[config.mk]
export PLATFORM = sky130hd
export DESIGN_NAME = audio_tx_buffer_irq_mode_regs
export DESIGN_NICKNAME = d
export VERILOG_FILES = /design/src/audio_tx_regs_pkg.sv /design/src/audio_tx_links.sv /design/src/buffer_handoff_engine.sv /design/src/irq_edge_detector.sv /design/src/audio_tx_buffer_irq_mode_regs.sv
export SDC_FILE = /design/constraint.sdc
export NUM_CORES = 2
export LEC_CHECK = 0
export BUFFER_PORTS_ARGS = -buffer_cell sky130_fd_sc_hd__buf_2
export CAP_MARGIN = 5
export CORE_MARGIN = 5
export CORE_UTILIZATION = 51
export CTS_CLUSTER_SIZE = 14
export DETAILED_ROUTE_END_ITERATION = 6
export PLACE_DENSITY = 0.73
export SLEW_MARGIN = 20
export SYNTH_ARGS = -nofsm -noshare
export SYNTH_HDL_FRONTEND = slang
export SYNTH_SLANG_ARGS = --single-unit
[constraint.sdc]
create_clock -name clk -period 4.1 [get_ports clk]
set_input_delay 0.615 -clock clk [delete_from_list [all_inputs] [get_ports clk]]
set_output_delay 0.615 -clock clk [all_outputs]
set_load 0.02 [all_outputs]
[src/audio_tx_regs_pkg.sv]
// constants for the transmitter buffer, handoff and interrupt register group
package audio_tx_regs_pkg;

   // ------------------------------------------------------------
   // register offsets
   // ------------------------------------------------------------
   localparam logic [6:0] IRQ2_STATUS_OFS = 7'h08;
   localparam logic [6:0] IRQ2_MASK_OFS = 7'h0C;
   localparam logic [6:0] MODE_HIGH_OFS = 7'h0D;
   localparam logic [6:0] MODE_LOW_OFS = 7'h0E;
   localparam logic [6:0] CS_CTRL_OFS = 7'h12;
   localparam logic [6:0] USER_CTRL_OFS = 7'h13;
   localparam logic [6:0] WINDOW_FIRST_OFS = 7'h20;
   localparam logic [6:0] WINDOW_LAST_OFS = 7'h37;
   localparam logic [6:0] ID_OFS = 7'h7F;

   // ------------------------------------------------------------
   // field positions and writable-bit masks
   // ------------------------------------------------------------
   localparam int HANDOFF_BIT = 2;
   localparam int BUFFER_WINDOW_SELECT_BIT = 5;
   localparam int CS_BLOCK_BIT = 2;
   localparam int CAM_BIT = 1;
   localparam int UD_BIT = 4;
   localparam int UBM_MSB = 3;
   localparam int UBM_LSB = 2;
   localparam int U_BLOCK_BIT = 0;
   localparam logic [7:0] IRQ2_BITS_MASK = 8'h04;
   localparam logic [7:0] CS_CTRL_BITS_MASK = 8'h26;
   localparam logic [7:0] USER_CTRL_BITS_MASK = 8'h1D;

   // ------------------------------------------------------------
   // reset values, sizes, encodings
   // ------------------------------------------------------------
   localparam logic [7:0] REG_RESET = 8'h00;
   localparam int BUF_BYTES = 24;
   localparam logic [1:0] IRQ_RISE = 2'h0;
   localparam logic [1:0] IRQ_FALL = 2'h1;
   localparam logic [1:0] IRQ_LEVEL = 2'h2;
   localparam logic [1:0] UBM_ZEROS = 2'h0;
   localparam logic [1:0] UBM_BLOCK = 2'h1;

endpackage : audio_tx_regs_pkg

[src/audio_tx_links.sv]
// interfaces between the register group and its copy engine and irq detector
`timescale 1ns/1ps

interface buffer_copy_if #(parameter int DEPTH = 24);
   localparam int IW = $clog2(DEPTH);
   logic start;
   logic busy;
   logic [IW-1:0] e_idx;
   logic [7:0] e_byte;
   logic [IW-1:0] f_idx;
   logic [7:0] f_byte;
   modport engine(input start, output busy, output e_idx, input e_byte,
                  input f_idx, output f_byte);
   modport owner(output start, input busy, input e_idx, output e_byte,
                 output f_idx, input f_byte);
endinterface : buffer_copy_if

interface irq_source_if;
   logic [1:0] mode;
   logic enable;
   logic source;
   logic read_clear;
   logic flag;
   modport detector(input mode, input enable, input source,
                    input read_clear, output flag);
   modport owner(output mode, output enable, output source,
                 output read_clear, input flag);
endinterface : irq_source_if

[src/buffer_handoff_engine.sv]
// copies an E buffer into its F buffer one byte per clock
`timescale 1ns/1ps

module buffer_handoff_engine #(
   parameter int DEPTH = 24
) (
   // clock and reset
   input wire logic clk,
   input wire logic reset,
   // buffer pair
   buffer_copy_if.engine cp
);
   localparam int IW = $clog2(DEPTH);
   localparam logic [IW-1:0] LAST_IDX = IW'(DEPTH - 1);

   typedef enum logic {IDLE, COPY} copy_state_e;

   copy_state_e state_r, state_nxt;
   logic [IW-1:0] idx_r, idx_nxt;
   logic [7:0] f_mem_r [DEPTH];
   logic [7:0] f_mem_nxt [DEPTH];

   assign cp.busy = (state_r == COPY);
   assign cp.e_idx = idx_r;
   assign cp.f_byte = f_mem_r[cp.f_idx];

   // a start while copying is dropped: the block in flight finishes first
   always_comb begin
      state_nxt = state_r;
      idx_nxt = idx_r;
      f_mem_nxt = f_mem_r;
      unique case (state_r)
         IDLE: begin
            if (cp.start) begin
               state_nxt = COPY;
               idx_nxt = '0;
            end
         end
         COPY: begin
            f_mem_nxt[idx_r] = cp.e_byte;
            if (idx_r == LAST_IDX) begin
               state_nxt = IDLE;
            end else begin
               idx_nxt = idx_r + 1'b1;
            end
         end
      endcase
   end

   always_ff @(posedge clk) begin
      if (reset) begin
         state_r <= IDLE;
         idx_r <= '0;
         for (int i = 0; i < DEPTH; i++) begin
            f_mem_r[i] <= 8'h00;
         end
      end else begin
         state_r <= state_nxt;
         idx_r <= idx_nxt;
         f_mem_r <= f_mem_nxt;
      end
   end

endmodule : buffer_handoff_engine

[src/irq_edge_detector.sv]
// sticky interrupt flag with rising, falling or level capture
`timescale 1ns/1ps

module irq_edge_detector (
   // clock and reset
   input wire logic clk,
   input wire logic reset,
   // source and control
   irq_source_if.detector ir
);
   logic src_d_r, src_d_nxt;
   logic flag_r, flag_nxt;
   logic event_hit;

   always_comb begin
      unique case (ir.mode)
         audio_tx_regs_pkg::IRQ_RISE: event_hit = ir.source & ~src_d_r;
         audio_tx_regs_pkg::IRQ_FALL: event_hit = ~ir.source & src_d_r;
         audio_tx_regs_pkg::IRQ_LEVEL: event_hit = ir.source;
         default: event_hit = 1'b0;
      endcase
      src_d_nxt = ir.source;
      // masked flags stay zero; a new event beats the read clear
      if (!ir.enable) begin
         flag_nxt = 1'b0;
      end else begin
         flag_nxt = (flag_r & ~ir.read_clear) | event_hit;
      end
   end

   assign ir.flag = flag_r;

   always_ff @(posedge clk) begin
      if (reset) begin
         src_d_r <= 1'b0;
         flag_r <= 1'b0;
      end else begin
         src_d_r <= src_d_nxt;
         flag_r <= flag_nxt;
      end
   end

endmodule : irq_edge_detector

[src/audio_tx_buffer_irq_mode_regs.sv]
// control-port registers for channel-status/user buffers and handoff irq
//
// Functional notes
// - mode high and low bits form code
// - code 00 flags on condition arrival
// - code 01 flags on condition removal
// - code 10 flags while condition holds
// - irq pin polarity from polarity input only
// - both mode registers reset to zero
// - window select: 0 channel status, 1 user
// - two separate buffers, one visible at once
// - channel-status handoff block bit stops copies
// - access width bit: one or two bytes
// - user bits from pin or buffer
// - manager mode: zeros, block, reserved codes
// - user handoff block only in block mode
// - window at 20h to 37h shows E buffer
// - read-only part and revision code at 7Fh
// - handoff flag event taken from user copy busy
// - mask bit gates flag and irq pin
// - status read clears, level source persists
`timescale 1ns/1ps

module audio_tx_buffer_irq_mode_regs #(
   parameter int DEPTH = audio_tx_regs_pkg::BUF_BYTES,
   parameter logic [3:0] PART_CODE = 4'h5,  // arbitrary value
   parameter logic [3:0] REVISION = 4'h3    // arbitrary value
) (
   // clock and reset
   input wire logic clk,
   input wire logic reset,
   // register port
   input wire logic [6:0] reg_addr,
   input wire logic reg_wr,
   input wire logic reg_rd,
   input wire logic [7:0] reg_wdata,
   output logic [7:0] reg_rdata,
   // block timing from the transmitter
   input wire logic cs_block_start,
   input wire logic user_block_start,
   input wire logic [7:0] tx_bit_index,
   input wire logic user_pin_bit,
   // transmitted bits
   output logic cs_bit_out,
   output logic user_bit_out,
   // status and interrupt
   output logic cs_handoff_busy,
   output logic user_handoff_busy,
   input wire logic irq_active_high,
   output logic irq_out
);
   localparam int IW = $clog2(DEPTH);

   // ------------------------------------------------------------
   // helpers
   // ------------------------------------------------------------
   function automatic logic in_window(input logic [6:0] a);
      in_window = (a >= audio_tx_regs_pkg::WINDOW_FIRST_OFS) &&
                  (a <= audio_tx_regs_pkg::WINDOW_LAST_OFS);
   endfunction : in_window

   function automatic logic [IW-1:0] window_index(input logic [6:0] a);
      logic [6:0] off;
      off = a - audio_tx_regs_pkg::WINDOW_FIRST_OFS;
      window_index = off[IW-1:0];
   endfunction : window_index

   // ------------------------------------------------------------
   // control registers
   // ------------------------------------------------------------
   logic [7:0] mask_r, mask_nxt;
   logic [7:0] mode_high_r, mode_high_nxt;
   logic [7:0] mode_low_r, mode_low_nxt;
   logic [7:0] cs_ctrl_r, cs_ctrl_nxt;
   logic [7:0] user_ctrl_r, user_ctrl_nxt;

   logic buffer_window_select;
   logic cs_buffer_handoff_block;
   logic cs_access_width;
   logic user_bit_source_select;
   logic [1:0] user_bit_manager_mode;
   logic user_buffer_handoff_block;
   logic user_buffer_handoff_enable;
   logic user_block_mode;

   assign buffer_window_select = cs_ctrl_r[audio_tx_regs_pkg::BUFFER_WINDOW_SELECT_BIT];
   assign cs_buffer_handoff_block =
      cs_ctrl_r[audio_tx_regs_pkg::CS_BLOCK_BIT];
   assign cs_access_width = cs_ctrl_r[audio_tx_regs_pkg::CAM_BIT];
   assign user_bit_source_select = user_ctrl_r[audio_tx_regs_pkg::UD_BIT];
   assign user_bit_manager_mode =
      user_ctrl_r[audio_tx_regs_pkg::UBM_MSB:audio_tx_regs_pkg::UBM_LSB];
   assign user_buffer_handoff_block =
      user_ctrl_r[audio_tx_regs_pkg::U_BLOCK_BIT];
   assign user_buffer_handoff_enable =
      mask_r[audio_tx_regs_pkg::HANDOFF_BIT];
   // reserved manager codes behave as the all-zero mode
   assign user_block_mode =
      (user_bit_manager_mode == audio_tx_regs_pkg::UBM_BLOCK);

   // only defined bits are stored, so reserved bits read back as zero
   always_comb begin
      mask_nxt = mask_r;
      mode_high_nxt = mode_high_r;
      mode_low_nxt = mode_low_r;
      cs_ctrl_nxt = cs_ctrl_r;
      user_ctrl_nxt = user_ctrl_r;
      if (reg_wr) begin
         unique case (reg_addr)
            audio_tx_regs_pkg::IRQ2_MASK_OFS: begin
               mask_nxt = reg_wdata & audio_tx_regs_pkg::IRQ2_BITS_MASK;
            end
            audio_tx_regs_pkg::MODE_HIGH_OFS: begin
               mode_high_nxt = reg_wdata & audio_tx_regs_pkg::IRQ2_BITS_MASK;
            end
            audio_tx_regs_pkg::MODE_LOW_OFS: begin
               mode_low_nxt = reg_wdata & audio_tx_regs_pkg::IRQ2_BITS_MASK;
            end
            audio_tx_regs_pkg::CS_CTRL_OFS: begin
               cs_ctrl_nxt = reg_wdata & audio_tx_regs_pkg::CS_CTRL_BITS_MASK;
            end
            audio_tx_regs_pkg::USER_CTRL_OFS: begin
               user_ctrl_nxt =
                  reg_wdata & audio_tx_regs_pkg::USER_CTRL_BITS_MASK;
            end
            default: begin
            end
         endcase
      end
   end

   always_ff @(posedge clk) begin
      if (reset) begin
         mask_r <= audio_tx_regs_pkg::REG_RESET;
         mode_high_r <= audio_tx_regs_pkg::REG_RESET;
         mode_low_r <= audio_tx_regs_pkg::REG_RESET;
         cs_ctrl_r <= audio_tx_regs_pkg::REG_RESET;
         user_ctrl_r <= audio_tx_regs_pkg::REG_RESET;
      end else begin
         mask_r <= mask_nxt;
         mode_high_r <= mode_high_nxt;
         mode_low_r <= mode_low_nxt;
         cs_ctrl_r <= cs_ctrl_nxt;
         user_ctrl_r <= user_ctrl_nxt;
      end
   end

   // ------------------------------------------------------------
   // E buffers behind the shared window
   // ------------------------------------------------------------
   logic [7:0] cs_e_r [DEPTH];
   logic [7:0] cs_e_nxt [DEPTH];
   logic [7:0] user_e_r [DEPTH];
   logic [7:0] user_e_nxt [DEPTH];
   logic [7:0] pair_byte_r, pair_byte_nxt;
   logic [IW-1:0] pair_idx_r, pair_idx_nxt;
   logic pair_valid_r, pair_valid_nxt;
   logic win_wr;
   logic [IW-1:0] win_idx;

   assign win_wr = reg_wr && in_window(reg_addr);
   assign win_idx = window_index(reg_addr);

   // in two-byte mode the even byte waits for its odd partner, so both bytes
   // of a pair enter the E buffer on the same clock edge
   always_comb begin
      cs_e_nxt = cs_e_r;
      user_e_nxt = user_e_r;
      pair_byte_nxt = pair_byte_r;
      pair_idx_nxt = pair_idx_r;
      pair_valid_nxt = pair_valid_r;
      if (win_wr && !buffer_window_select) begin
         if (!cs_access_width) begin
            cs_e_nxt[win_idx] = reg_wdata;
            pair_valid_nxt = 1'b0;
         end else if (!win_idx[0]) begin
            pair_byte_nxt = reg_wdata;
            pair_idx_nxt = win_idx;
            pair_valid_nxt = 1'b1;
         end else begin
            if (pair_valid_r && (pair_idx_r == (win_idx ^ 1'b1))) begin
               cs_e_nxt[pair_idx_r] = pair_byte_r;
            end
            cs_e_nxt[win_idx] = reg_wdata;
            pair_valid_nxt = 1'b0;
         end
      end else if (win_wr && user_block_mode) begin
         user_e_nxt[win_idx] = reg_wdata;
      end
   end

   always_ff @(posedge clk) begin
      if (reset) begin
         for (int i = 0; i < DEPTH; i++) begin
            cs_e_r[i] <= 8'h00;
            user_e_r[i] <= 8'h00;
         end
         pair_byte_r <= 8'h00;
         pair_idx_r <= '0;
         pair_valid_r <= 1'b0;
      end else begin
         cs_e_r <= cs_e_nxt;
         user_e_r <= user_e_nxt;
         pair_byte_r <= pair_byte_nxt;
         pair_idx_r <= pair_idx_nxt;
         pair_valid_r <= pair_valid_nxt;
      end
   end

   // ------------------------------------------------------------
   // E to F handoff engines
   // ------------------------------------------------------------
   buffer_copy_if #(.DEPTH(DEPTH)) cs_cp();
   buffer_copy_if #(.DEPTH(DEPTH)) user_cp();

   assign cs_cp.start = cs_block_start && !cs_buffer_handoff_block;
   // the block bit only matters in block mode; outside it nothing copies
   assign user_cp.start = user_block_start && user_block_mode &&
                          !user_buffer_handoff_block;
   assign cs_cp.e_byte = cs_e_r[cs_cp.e_idx];
   assign user_cp.e_byte = user_e_r[user_cp.e_idx];
   assign cs_cp.f_idx = tx_bit_index[IW+2:3];
   assign user_cp.f_idx = tx_bit_index[IW+2:3];

   buffer_handoff_engine #(.DEPTH(DEPTH)) cs_engine (
      .clk(clk),
      .reset(reset),
      .cp(cs_cp)
   );

   buffer_handoff_engine #(.DEPTH(DEPTH)) user_engine (
      .clk(clk),
      .reset(reset),
      .cp(user_cp)
   );

   assign cs_handoff_busy = cs_cp.busy;
   assign user_handoff_busy = user_cp.busy;

   // ------------------------------------------------------------
   // transmitted bit selection
   // ------------------------------------------------------------
   logic cs_bit_r, cs_bit_nxt;
   logic user_bit_r, user_bit_nxt;

   always_comb begin
      cs_bit_nxt = cs_cp.f_byte[tx_bit_index[2:0]];
      if (!user_bit_source_select) begin
         user_bit_nxt = user_pin_bit;
      end else if (user_block_mode) begin
         user_bit_nxt = user_cp.f_byte[tx_bit_index[2:0]];
      end else begin
         user_bit_nxt = 1'b0;
      end
   end

   always_ff @(posedge clk) begin
      if (reset) begin
         cs_bit_r <= 1'b0;
         user_bit_r <= 1'b0;
      end else begin
         cs_bit_r <= cs_bit_nxt;
         user_bit_r <= user_bit_nxt;
      end
   end

   assign cs_bit_out = cs_bit_r;
   assign user_bit_out = user_bit_r;

   // ------------------------------------------------------------
   // user handoff interrupt
   // ------------------------------------------------------------
   irq_source_if user_ir();
   logic status_read;

   assign status_read = reg_rd &&
                        (reg_addr == audio_tx_regs_pkg::IRQ2_STATUS_OFS);
   assign user_ir.mode = {mode_high_r[audio_tx_regs_pkg::HANDOFF_BIT],
                          mode_low_r[audio_tx_regs_pkg::HANDOFF_BIT]};
   assign user_ir.enable = user_buffer_handoff_enable;
   assign user_ir.source = user_cp.busy;
   assign user_ir.read_clear = status_read;

   // detector covers rise, fall, level and the silent reserved code
   irq_edge_detector user_irq (
      .clk(clk),
      .reset(reset),
      .ir(user_ir)
   );

   logic irq_r, irq_nxt;

   assign irq_nxt = user_ir.flag ~^ irq_active_high;

   always_ff @(posedge clk) begin
      if (reset) begin
         irq_r <= 1'b0;
      end else begin
         irq_r <= irq_nxt;
      end
   end

   assign irq_out = irq_r;

   // ------------------------------------------------------------
   // read data
   // ------------------------------------------------------------
   logic [7:0] rdata_r, rdata_nxt;
   logic [7:0] status_byte;

   assign status_byte = {5'h00, user_ir.flag, 2'h0};

   always_comb begin
      rdata_nxt = rdata_r;
      if (reg_rd) begin
         if (in_window(reg_addr)) begin
            if (!buffer_window_select) begin
               rdata_nxt = cs_e_r[win_idx];
            end else if (user_block_mode) begin
               rdata_nxt = user_e_r[win_idx];
            end else begin
               rdata_nxt = 8'h00;
            end
         end else begin
            unique case (reg_addr)
               audio_tx_regs_pkg::IRQ2_STATUS_OFS: rdata_nxt = status_byte;
               audio_tx_regs_pkg::IRQ2_MASK_OFS: rdata_nxt = mask_r;
               audio_tx_regs_pkg::MODE_HIGH_OFS: rdata_nxt = mode_high_r;
               audio_tx_regs_pkg::MODE_LOW_OFS: rdata_nxt = mode_low_r;
               audio_tx_regs_pkg::CS_CTRL_OFS: rdata_nxt = cs_ctrl_r;
               audio_tx_regs_pkg::USER_CTRL_OFS: rdata_nxt = user_ctrl_r;
               audio_tx_regs_pkg::ID_OFS: begin
                  rdata_nxt = {PART_CODE, REVISION};
               end
               default: rdata_nxt = 8'h00;
            endcase
         end
      end
   end

   always_ff @(posedge clk) begin
      if (reset) begin
         rdata_r <= 8'h00;
      end else begin
         rdata_r <= rdata_nxt;
      end
   end

   assign reg_rdata = rdata_r;

endmodule : audio_tx_buffer_irq_mode_regs

==> Yosys cells after proc, flatten, opt, wreduce, memory -nomap -nowiden <==
Index checks and enable logic that the tools add are counted.
{ "word_totals": {"output_inout_bits": 13, "register_bits": 816, "wordCells": 255} }
{ "classes": {"eq_ne": 18, "mux": 63, "addsub": 3, "n_bitwise": 17, "n_reduce_logical": 28, "magnitude_cmp": 12} }
{ "op_table": {"columns": ["operator", "n"], "rows": [
  ["$bwmux 192", 6],
  ["$mux 192", 6],
  ["$bmux 8 s5", 6],
  ["$demux 8 s5", 4],
  ["$mux 8", 19],
  ["$pmux 7 s7", 1],
  ["$ge 6x6->1 const B", 5],
  ["$not 5->6", 5],
  ["$eq 7x4->1 const B", 4],
  ["$lt 6x1->1 const B", 4],
  ["$mux 5", 4],
  ["$pmux 5 s2", 2],
  ["$reduce_and 2->1", 9],
  ["$eq 7x5->1 const B", 2],
  ["$logic_and 1x1->1", 13],
  ["$add 5x1->5 const B", 2],
  ["$eq 5x5->1 const B", 2],
  ["$mux 1", 10],
  ["$ne 2x2->1 const B", 4],
  ["$eq 7x7->1 const B", 1],
  ["$ge 7x6->1 const B", 1],
  ["$le 7x6->1 const B", 1],
  ["$not 1->1", 7],
  ["$bmux 1 s3", 2],
  ["15 further kinds", 21]
]} }

==> Longest topological paths before layout <==
{ "depth": {"ltp_word": 13, "depth_mapped": 11, "depth_no_buf": 7} }

==> Cells and area by module <==
From an unflattened synthesis, not the netlist that was laid out.
{ "unflattened": {"hier_cells": 4484, "hier_area_um2": 40605.2} }
{ "modules_own_cells": {"columns": ["mod", "cells_each", "area_each_um2", "instances"], "rows": [
  ["audio_tx_buffer_irq_mode_regs", 2334, 22505.3, 1],
  ["buffer_handoff_engine at user_engine", 1072, 9018.6, 1],
  ["buffer_handoff_engine at cs_engine", 1069, 8977.4, 1],
  ["irq_edge_detector", 9, 103.8, 1]
]} }

==> Worst setup path after synthesis <==
Ideal clock, no wire load.
{ "synth_timing": {"kind": "input to register", "startpoint": "input port reg_addr[0]", "endpoint": "register rdata_r[3] (netlist: reg_rdata[3])", "required_time_ps": 3970, "stages": 9, "arrival_ps": 2746, "path_buffers": 3, "setup_slack_ps": 1224, "path_cell_list": "buf_4 buf_2 buf_2 mux4_2 mux4_2 inv_1 o22ai_1 a22oi_1 o21ai_0"} }
{ "synth_via": {"elab_chain_cells": 8} }
{ "synth_lines": {"columns": ["element", "line_no", "source"], "rows": [
  ["start: declaration", "audio_tx_buffer_irq_mode_regs.sv:33", "input wire logic [6:0] reg_addr,"],
  ["$sub 5x1->5", "audio_tx_buffer_irq_mode_regs.sv:64", "off = a - audio_tx_regs_pkg::WINDOW_FIRST_OFS;"],
  ["$not 5->6 (not written as such)", "audio_tx_buffer_irq_mode_regs.sv:318, audio_tx_buffer_irq_mode_regs.sv:320", null],
  ["$bmux 8 s5", "audio_tx_buffer_irq_mode_regs.sv:320", "rdata_nxt = user_e_r[win_idx];"],
  ["$mux 8 (not written as such) (2 in series)", "audio_tx_buffer_irq_mode_regs.sv:320", null],
  ["$mux 8", "audio_tx_buffer_irq_mode_regs.sv:319", "end else if (user_block_mode) begin"],
  ["$mux 8", "audio_tx_buffer_irq_mode_regs.sv:317", "if (!buffer_window_select) begin"],
  ["$mux 8 *", "audio_tx_buffer_irq_mode_regs.sv:316", "if (in_window(reg_addr)) begin"],
  ["end signal: assignment", "audio_tx_buffer_irq_mode_regs.sv:345", "rdata_r <= rdata_nxt;"],
  ["end: declaration", "audio_tx_buffer_irq_mode_regs.sv:308", "logic [7:0] rdata_r, rdata_nxt;"]
]} }
Every way passes the cells marked *; elsewhere a longest branch is shown, timed or not. The select of a mux whose other input is x is not followed.
A chain may end at the register's enable or synchronous reset.

==> Final worst setup path <==
{ "layout_timing": {"startpoint": "register cs_engine.idx_r[0] (netlist: cs_engine.cp.e_idx[0])", "endpoint": "register cs_engine.f_mem_r[140] (netlist bit)"} }
{ "layout_via": {"elab_chain_cells": 6} }
{ "layout_lines": {"columns": ["element", "line_no", "source"], "rows": [
  ["start: declaration", "buffer_handoff_engine.sv:19", "logic [IW-1:0] idx_r, idx_nxt;"],
  ["start signal: assignment", "buffer_handoff_engine.sv:59", "idx_r <= idx_nxt;"],
  ["$not 5->6 (not written as such) *", "buffer_handoff_engine.sv:40, audio_tx_buffer_irq_mode_regs.sv:220", null],
  ["$ge 6x6->1 (not written as such) / $lt 6x1->1 (equally long branches)", "buffer_handoff_engine.sv:40", "f_mem_nxt[idx_r] = cp.e_byte;"],
  ["$logic_and 1x1->1 (not written as such)", "buffer_handoff_engine.sv:40", null],
  ["$mux 8 (not written as such)", "buffer_handoff_engine.sv:40", null],
  ["$demux 8 s5", "buffer_handoff_engine.sv:40", null],
  ["$bwmux 192 *", "buffer_handoff_engine.sv:40", null],
  ["end signal: assignment", "buffer_handoff_engine.sv:60", "f_mem_r <= f_mem_nxt;"],
  ["end: declaration", "buffer_handoff_engine.sv:20", "logic [7:0] f_mem_r [DEPTH];"]
]} }
Marked as above.

==> results by stage <==
Worst setup path:
- Walking the worst path, the cells encountered are buf_4 > mux4_2 > nand2_1 > o21ai_1 > a222oi_1 > buf_4 > a211oi_1.
- The most common cell type on the critical path is sky130_fd_sc_hd__buf_4.
- The critical path is of the reg -> reg type.
- On the critical path, the stage with the largest delay is an instance of sky130_fd_sc_hd__dfxtp_4.
- The highest net fanout along the worst path is 40.
- STA puts the critical path data arrival time at 3.65 ns.
- The worst setup path is launched from a flip-flop.
- STA classifies the critical path endpoint as a flip-flop.
- The largest incremental delay on the critical path is 0.88 ns.
- Data on the critical path is required at its endpoint by approximately 4.6 ns.

STA:
- Dividing the final minimum period by the clock period gives 77.7%.
- The worst pin sits at a relative slew slack of between 20% and 30%.
- The clock period could shrink to 3.18 ns.
- The largest clock skew in the final design is between 0.02 and 0.03 ns.
- The final worst hold slack is ~0.24 ns.
- The final max-slew violation count is 0.
- Setup violations remaining at the end of the flow were counted as 0.
- Setup repair after global routing left no endpoint under its margin.
- Timing would allow up to 314 MHz.
- For the pin with the worst max-slew slack, the measured transition is 1.15 ns.
- Setup total negative slack on the finished layout was measured at 0 ns.
- The count of final hold-check violations is 0.

Global route:
- Global routing finished with a remaining overflow of 0.
- The global-route wire length before repair is ~180 mm.
- The via count of the first global-routing pass is ~30000.
- The global-route total usage across every layer is 27.2%.
- The number of antenna violations at the first check in global routing came to 6.
- Entering global routing, the biggest net connects about 170 pins.

Placement:
- The number of port buffers is 43.
- The detailed placer's ending HPWL is around 75 mm.
- The weighted congestion at the end of routability-driven global placement is 0.903.

Clocking:
- The TritonCTS clock tree is done.
- Clock latency on the worst-skew pair, taken at its later pin, is 0.64 ns.
- The number of sinks driven by the clock tree is 816.
- CTS placed an instance of sky130_fd_sc_hd__clkbuf_16 at the clock tree root.
- After clock tree synthesis, the clock-pin slew on the worst setup and hold paths is 0.06 ns.
- The number of buffers inserted to repair setup after CTS is 0.
- Buffers inserted during clock tree synthesis total 83.
- The quantity of gates resized following cts is 0.
- The longest clock path from root to sink contains 3 buffers.
- The number of hold buffers added after CTS was 0.
- The number of levels in the clock H-tree is 3.

Drt:
- The via-per-instance ratio is about 6.4.
- In the routed design, unresolved DRC markers number 1.
- The total iterations of the first detailed-routing run is 7.
- The final routed wire length divided by cell count is between 20 and 25 um.
- The routed design has around 120 mm of wire.
- The number of nets still failing antenna checks after routing is 0.
- The final route contains between 30000 and 40000 vias.
- The first-iteration detailed-routing DRC count is between 3000 and 4000.

Run:
- The tool flagged a number of max-cap violations equal to 0.

Synthesis:
- The number of warnings printed during yosys synthesis is 0.
- Counting every net in the synthesized netlist gives 4148.
- The number of enable-type register cells in the synthesized netlist is 0.
- For this run, the register share of the synthesized area comes to roughly two fifths.
- The average size of a mapped cell is 9.54 um^2.
- The post-synthesis sequential element count is between 800 and 900.
- For this run, the leading register cell type out of synthesis is sky130_fd_sc_hd__dfxtp_1.
- The count of distinct cell types in the synthesized netlist is 64.
- The synthesized netlist occupies a cell area of roughly 39000 um^2.
- After technology mapping, the gate count stands at 4109.
- The fraction of registers with async set or reset after synthesis is 0%.

Power:
- The leakage dissipation is 13.8 nW.
- The worst-case IR drop observed on VDD is roughly 0.34 mV.
- Power spread over the standard cell area amounts to 387 nW/um^2.
- The overall power of the completed layout is roughly 17 mW.

Hold path:
- The min-delay analysis places its worst path in the category in -> reg.

Floorplan:
- In this run the core area contains ~100 standard-cell rows.
- The number of top-level pins is 44.
- The die covers 82500 um^2.
- The core region is 76100 um^2.
- The initial core utilization is around 52%.
- The vertical die dimension is 287 um.
- The chip width is around 290 um.

Final layout:
- The post-route core utilization is 56.5%.
- The layout cell share with drive strength beyond 1 is ~17%.
- The growth of design area from synthesis to finish is 9.66%.
- The final layout contains 3989 nets.

Status:
- The checks that failed: DRC.
- The flow ran to the end, but the final reports show violations.
==> through the flow <==
| step | area (um^2) | worst slack, ns | cells |
|---|---|---|---|
| 4_1_cts | 42900 | 0.915 | 5046 |
| 2_1_floorplan | 39200 | 1.22 | 4109 |
| 5_1_grt | 43000 | 0.727 | 5048 |
| 3_3_place_gp | 40100 | 0.581 | 4895 |
| 3_5_place_dp | 40100 | 0.489 | 4895 |
| 6_report | 43000 | 0.915 | 5048 |
==> layout by cell type (no fill, tap or decap), types with 13 or more instances in the layout <==
cell | Yosys | final
sky130_fd_sc_hd__and3_1 | 13 | 13
sky130_fd_sc_hd__nand2b_1 | 20 | 20
sky130_fd_sc_hd__clkbuf_8 | 0 | 16
sky130_fd_sc_hd__buf_2 | 81 | 37
sky130_fd_sc_hd__mux2_2 | 20 | 20
sky130_fd_sc_hd__dfxtp_1 | 816 | 812
sky130_fd_sc_hd__nor2_1 | 635 | 632
sky130_fd_sc_hd__nand3_1 | 109 | 109
sky130_fd_sc_hd__nor2b_1 | 26 | 26
sky130_fd_sc_hd__mux2i_1 | 133 | 133
sky130_fd_sc_hd__clkbuf_1 | 267 | 14
sky130_fd_sc_hd__inv_1 | 23 | 23
sky130_fd_sc_hd__a21oi_1 | 281 | 281
sky130_fd_sc_hd__clkinv_2 | 0 | 18
sky130_fd_sc_hd__and2_1 | 27 | 27
sky130_fd_sc_hd__buf_4 | 17 | 117
sky130_fd_sc_hd__clkbuf_16 | 0 | 85
sky130_fd_sc_hd__a22o_1 | 50 | 50
sky130_fd_sc_hd__mux4_2 | 294 | 294
sky130_fd_sc_hd__nor3_1 | 28 | 19
sky130_fd_sc_hd__a311oi_1 | 26 | 26
sky130_fd_sc_hd__o22ai_1 | 22 | 22
sky130_fd_sc_hd__nand2_1 | 547 | 547
sky130_fd_sc_hd__a211oi_1 | 415 | 415
sky130_fd_sc_hd__a22oi_1 | 60 | 60
sky130_fd_sc_hd__o21ai_0 | 13 | 13
==> path summary, 6_finish.rpt <==
| path | end | cells past startpoint | startpoint | slack (ns) |
|---|---|---|---|---|
| hold reg to reg | user_e_r[169] | 2 | user_e_r[169] | 0.46 |
| setup reg to reg | cs_engine.f_mem_r[140] | 7 | cs_engine.cp.e_idx[0] | 0.92 |
| hold / removal | irq_out | 3 | irq_active_high | 0.24 |
| setup / recovery | cs_engine.f_mem_r[140] | 7 | cs_engine.cp.e_idx[0] | 0.92 |
==> metal layers <==
layer	share of wire, %	GRT usage [%]	vias to the layer above
li1	-	-	14700
met1	42	38.1	15600
met2	46	43.2	1614
met3	8.4	4.19	313
met4	4.1	10.0	4
met5	0.029	0	-
==> layout make-up <==
| cell class | instances | area [um^2] |
|---|---|---|
| Antenna cell | 2 | 5.00 |
| Tap cell | 1030 | 1290 |
| Clock buffer | 115 | 2400 |
| Multi-Input combinational cell | 2857 | 21100 |
| Inverter | 25 | 93.8 |
| Timing Repair Buffer | 167 | 1300 |
| Clock inverter | 36 | 407 |
| Sequential cell | 816 | 16300 |
| Fill cell | 6599 | 33100 |
==> logic make-up after synthesis <==
family | after synthesis | synth area share (%)
simple gates | 1447 | 15.2
compound gates | 938 | 16.5
flops | 816 | 41.7
mux | 455 | 21.4
buf+inv | 436 | 4.73
xor+xnor | 9 | 0.201
fa+ha+maj | 8 | 0.255
==> synthesized netlist by cell type (13+ instances only) <==
master | number | area share [%]
sky130_fd_sc_hd__nand3_1 | 109 | 1.4
sky130_fd_sc_hd__buf_2 | 81 | 1.0
sky130_fd_sc_hd__a311oi_1 | 26 | 0.58
sky130_fd_sc_hd__dfxtp_1 | 816 | 42
sky130_fd_sc_hd__nor3_1 | 28 | 0.36
sky130_fd_sc_hd__a22oi_1 | 60 | 1.1
sky130_fd_sc_hd__mux4_2 | 294 | 17
sky130_fd_sc_hd__nand2b_1 | 20 | 0.32
sky130_fd_sc_hd__o21ai_0 | 13 | 0.17
sky130_fd_sc_hd__mux2_2 | 20 | 0.57
sky130_fd_sc_hd__and3_1 | 13 | 0.21
sky130_fd_sc_hd__inv_1 | 23 | 0.22
sky130_fd_sc_hd__clkbuf_1 | 267 | 2.6
sky130_fd_sc_hd__and2_1 | 27 | 0.43
sky130_fd_sc_hd__mux2i_1 | 133 | 3.4
sky130_fd_sc_hd__buf_1 | 39 | 0.37
sky130_fd_sc_hd__a22o_1 | 50 | 1.1
sky130_fd_sc_hd__buf_4 | 17 | 0.33
sky130_fd_sc_hd__a21oi_1 | 281 | 3.6
sky130_fd_sc_hd__a211oi_1 | 415 | 8.0
sky130_fd_sc_hd__nor2_1 | 635 | 6.1
sky130_fd_sc_hd__nor2b_1 | 26 | 0.42
sky130_fd_sc_hd__o22ai_1 | 22 | 0.35
sky130_fd_sc_hd__nand2_1 | 547 | 5.2
==> where the power goes <==
part	total, mW	internal [mW]	switching (mW)
logic	0.791	0.237	0.553
registers	7.98	7.95	0.0334
clock network	7.85	4.55	3.29
total	16.6	12.7	3.88
==> worst max-delay path, delay by kind of cell, from the launching register on <==
kind	cells	cell delay [ns]
and+or+nand+nor	1	0.08
buffers and inverters	2	0.77
muxes	1	0.54
AOI/OAI and AO/OA	3	0.74
DFF	1	0.88
Note: power is estimated with default switching activity, not from simulation.
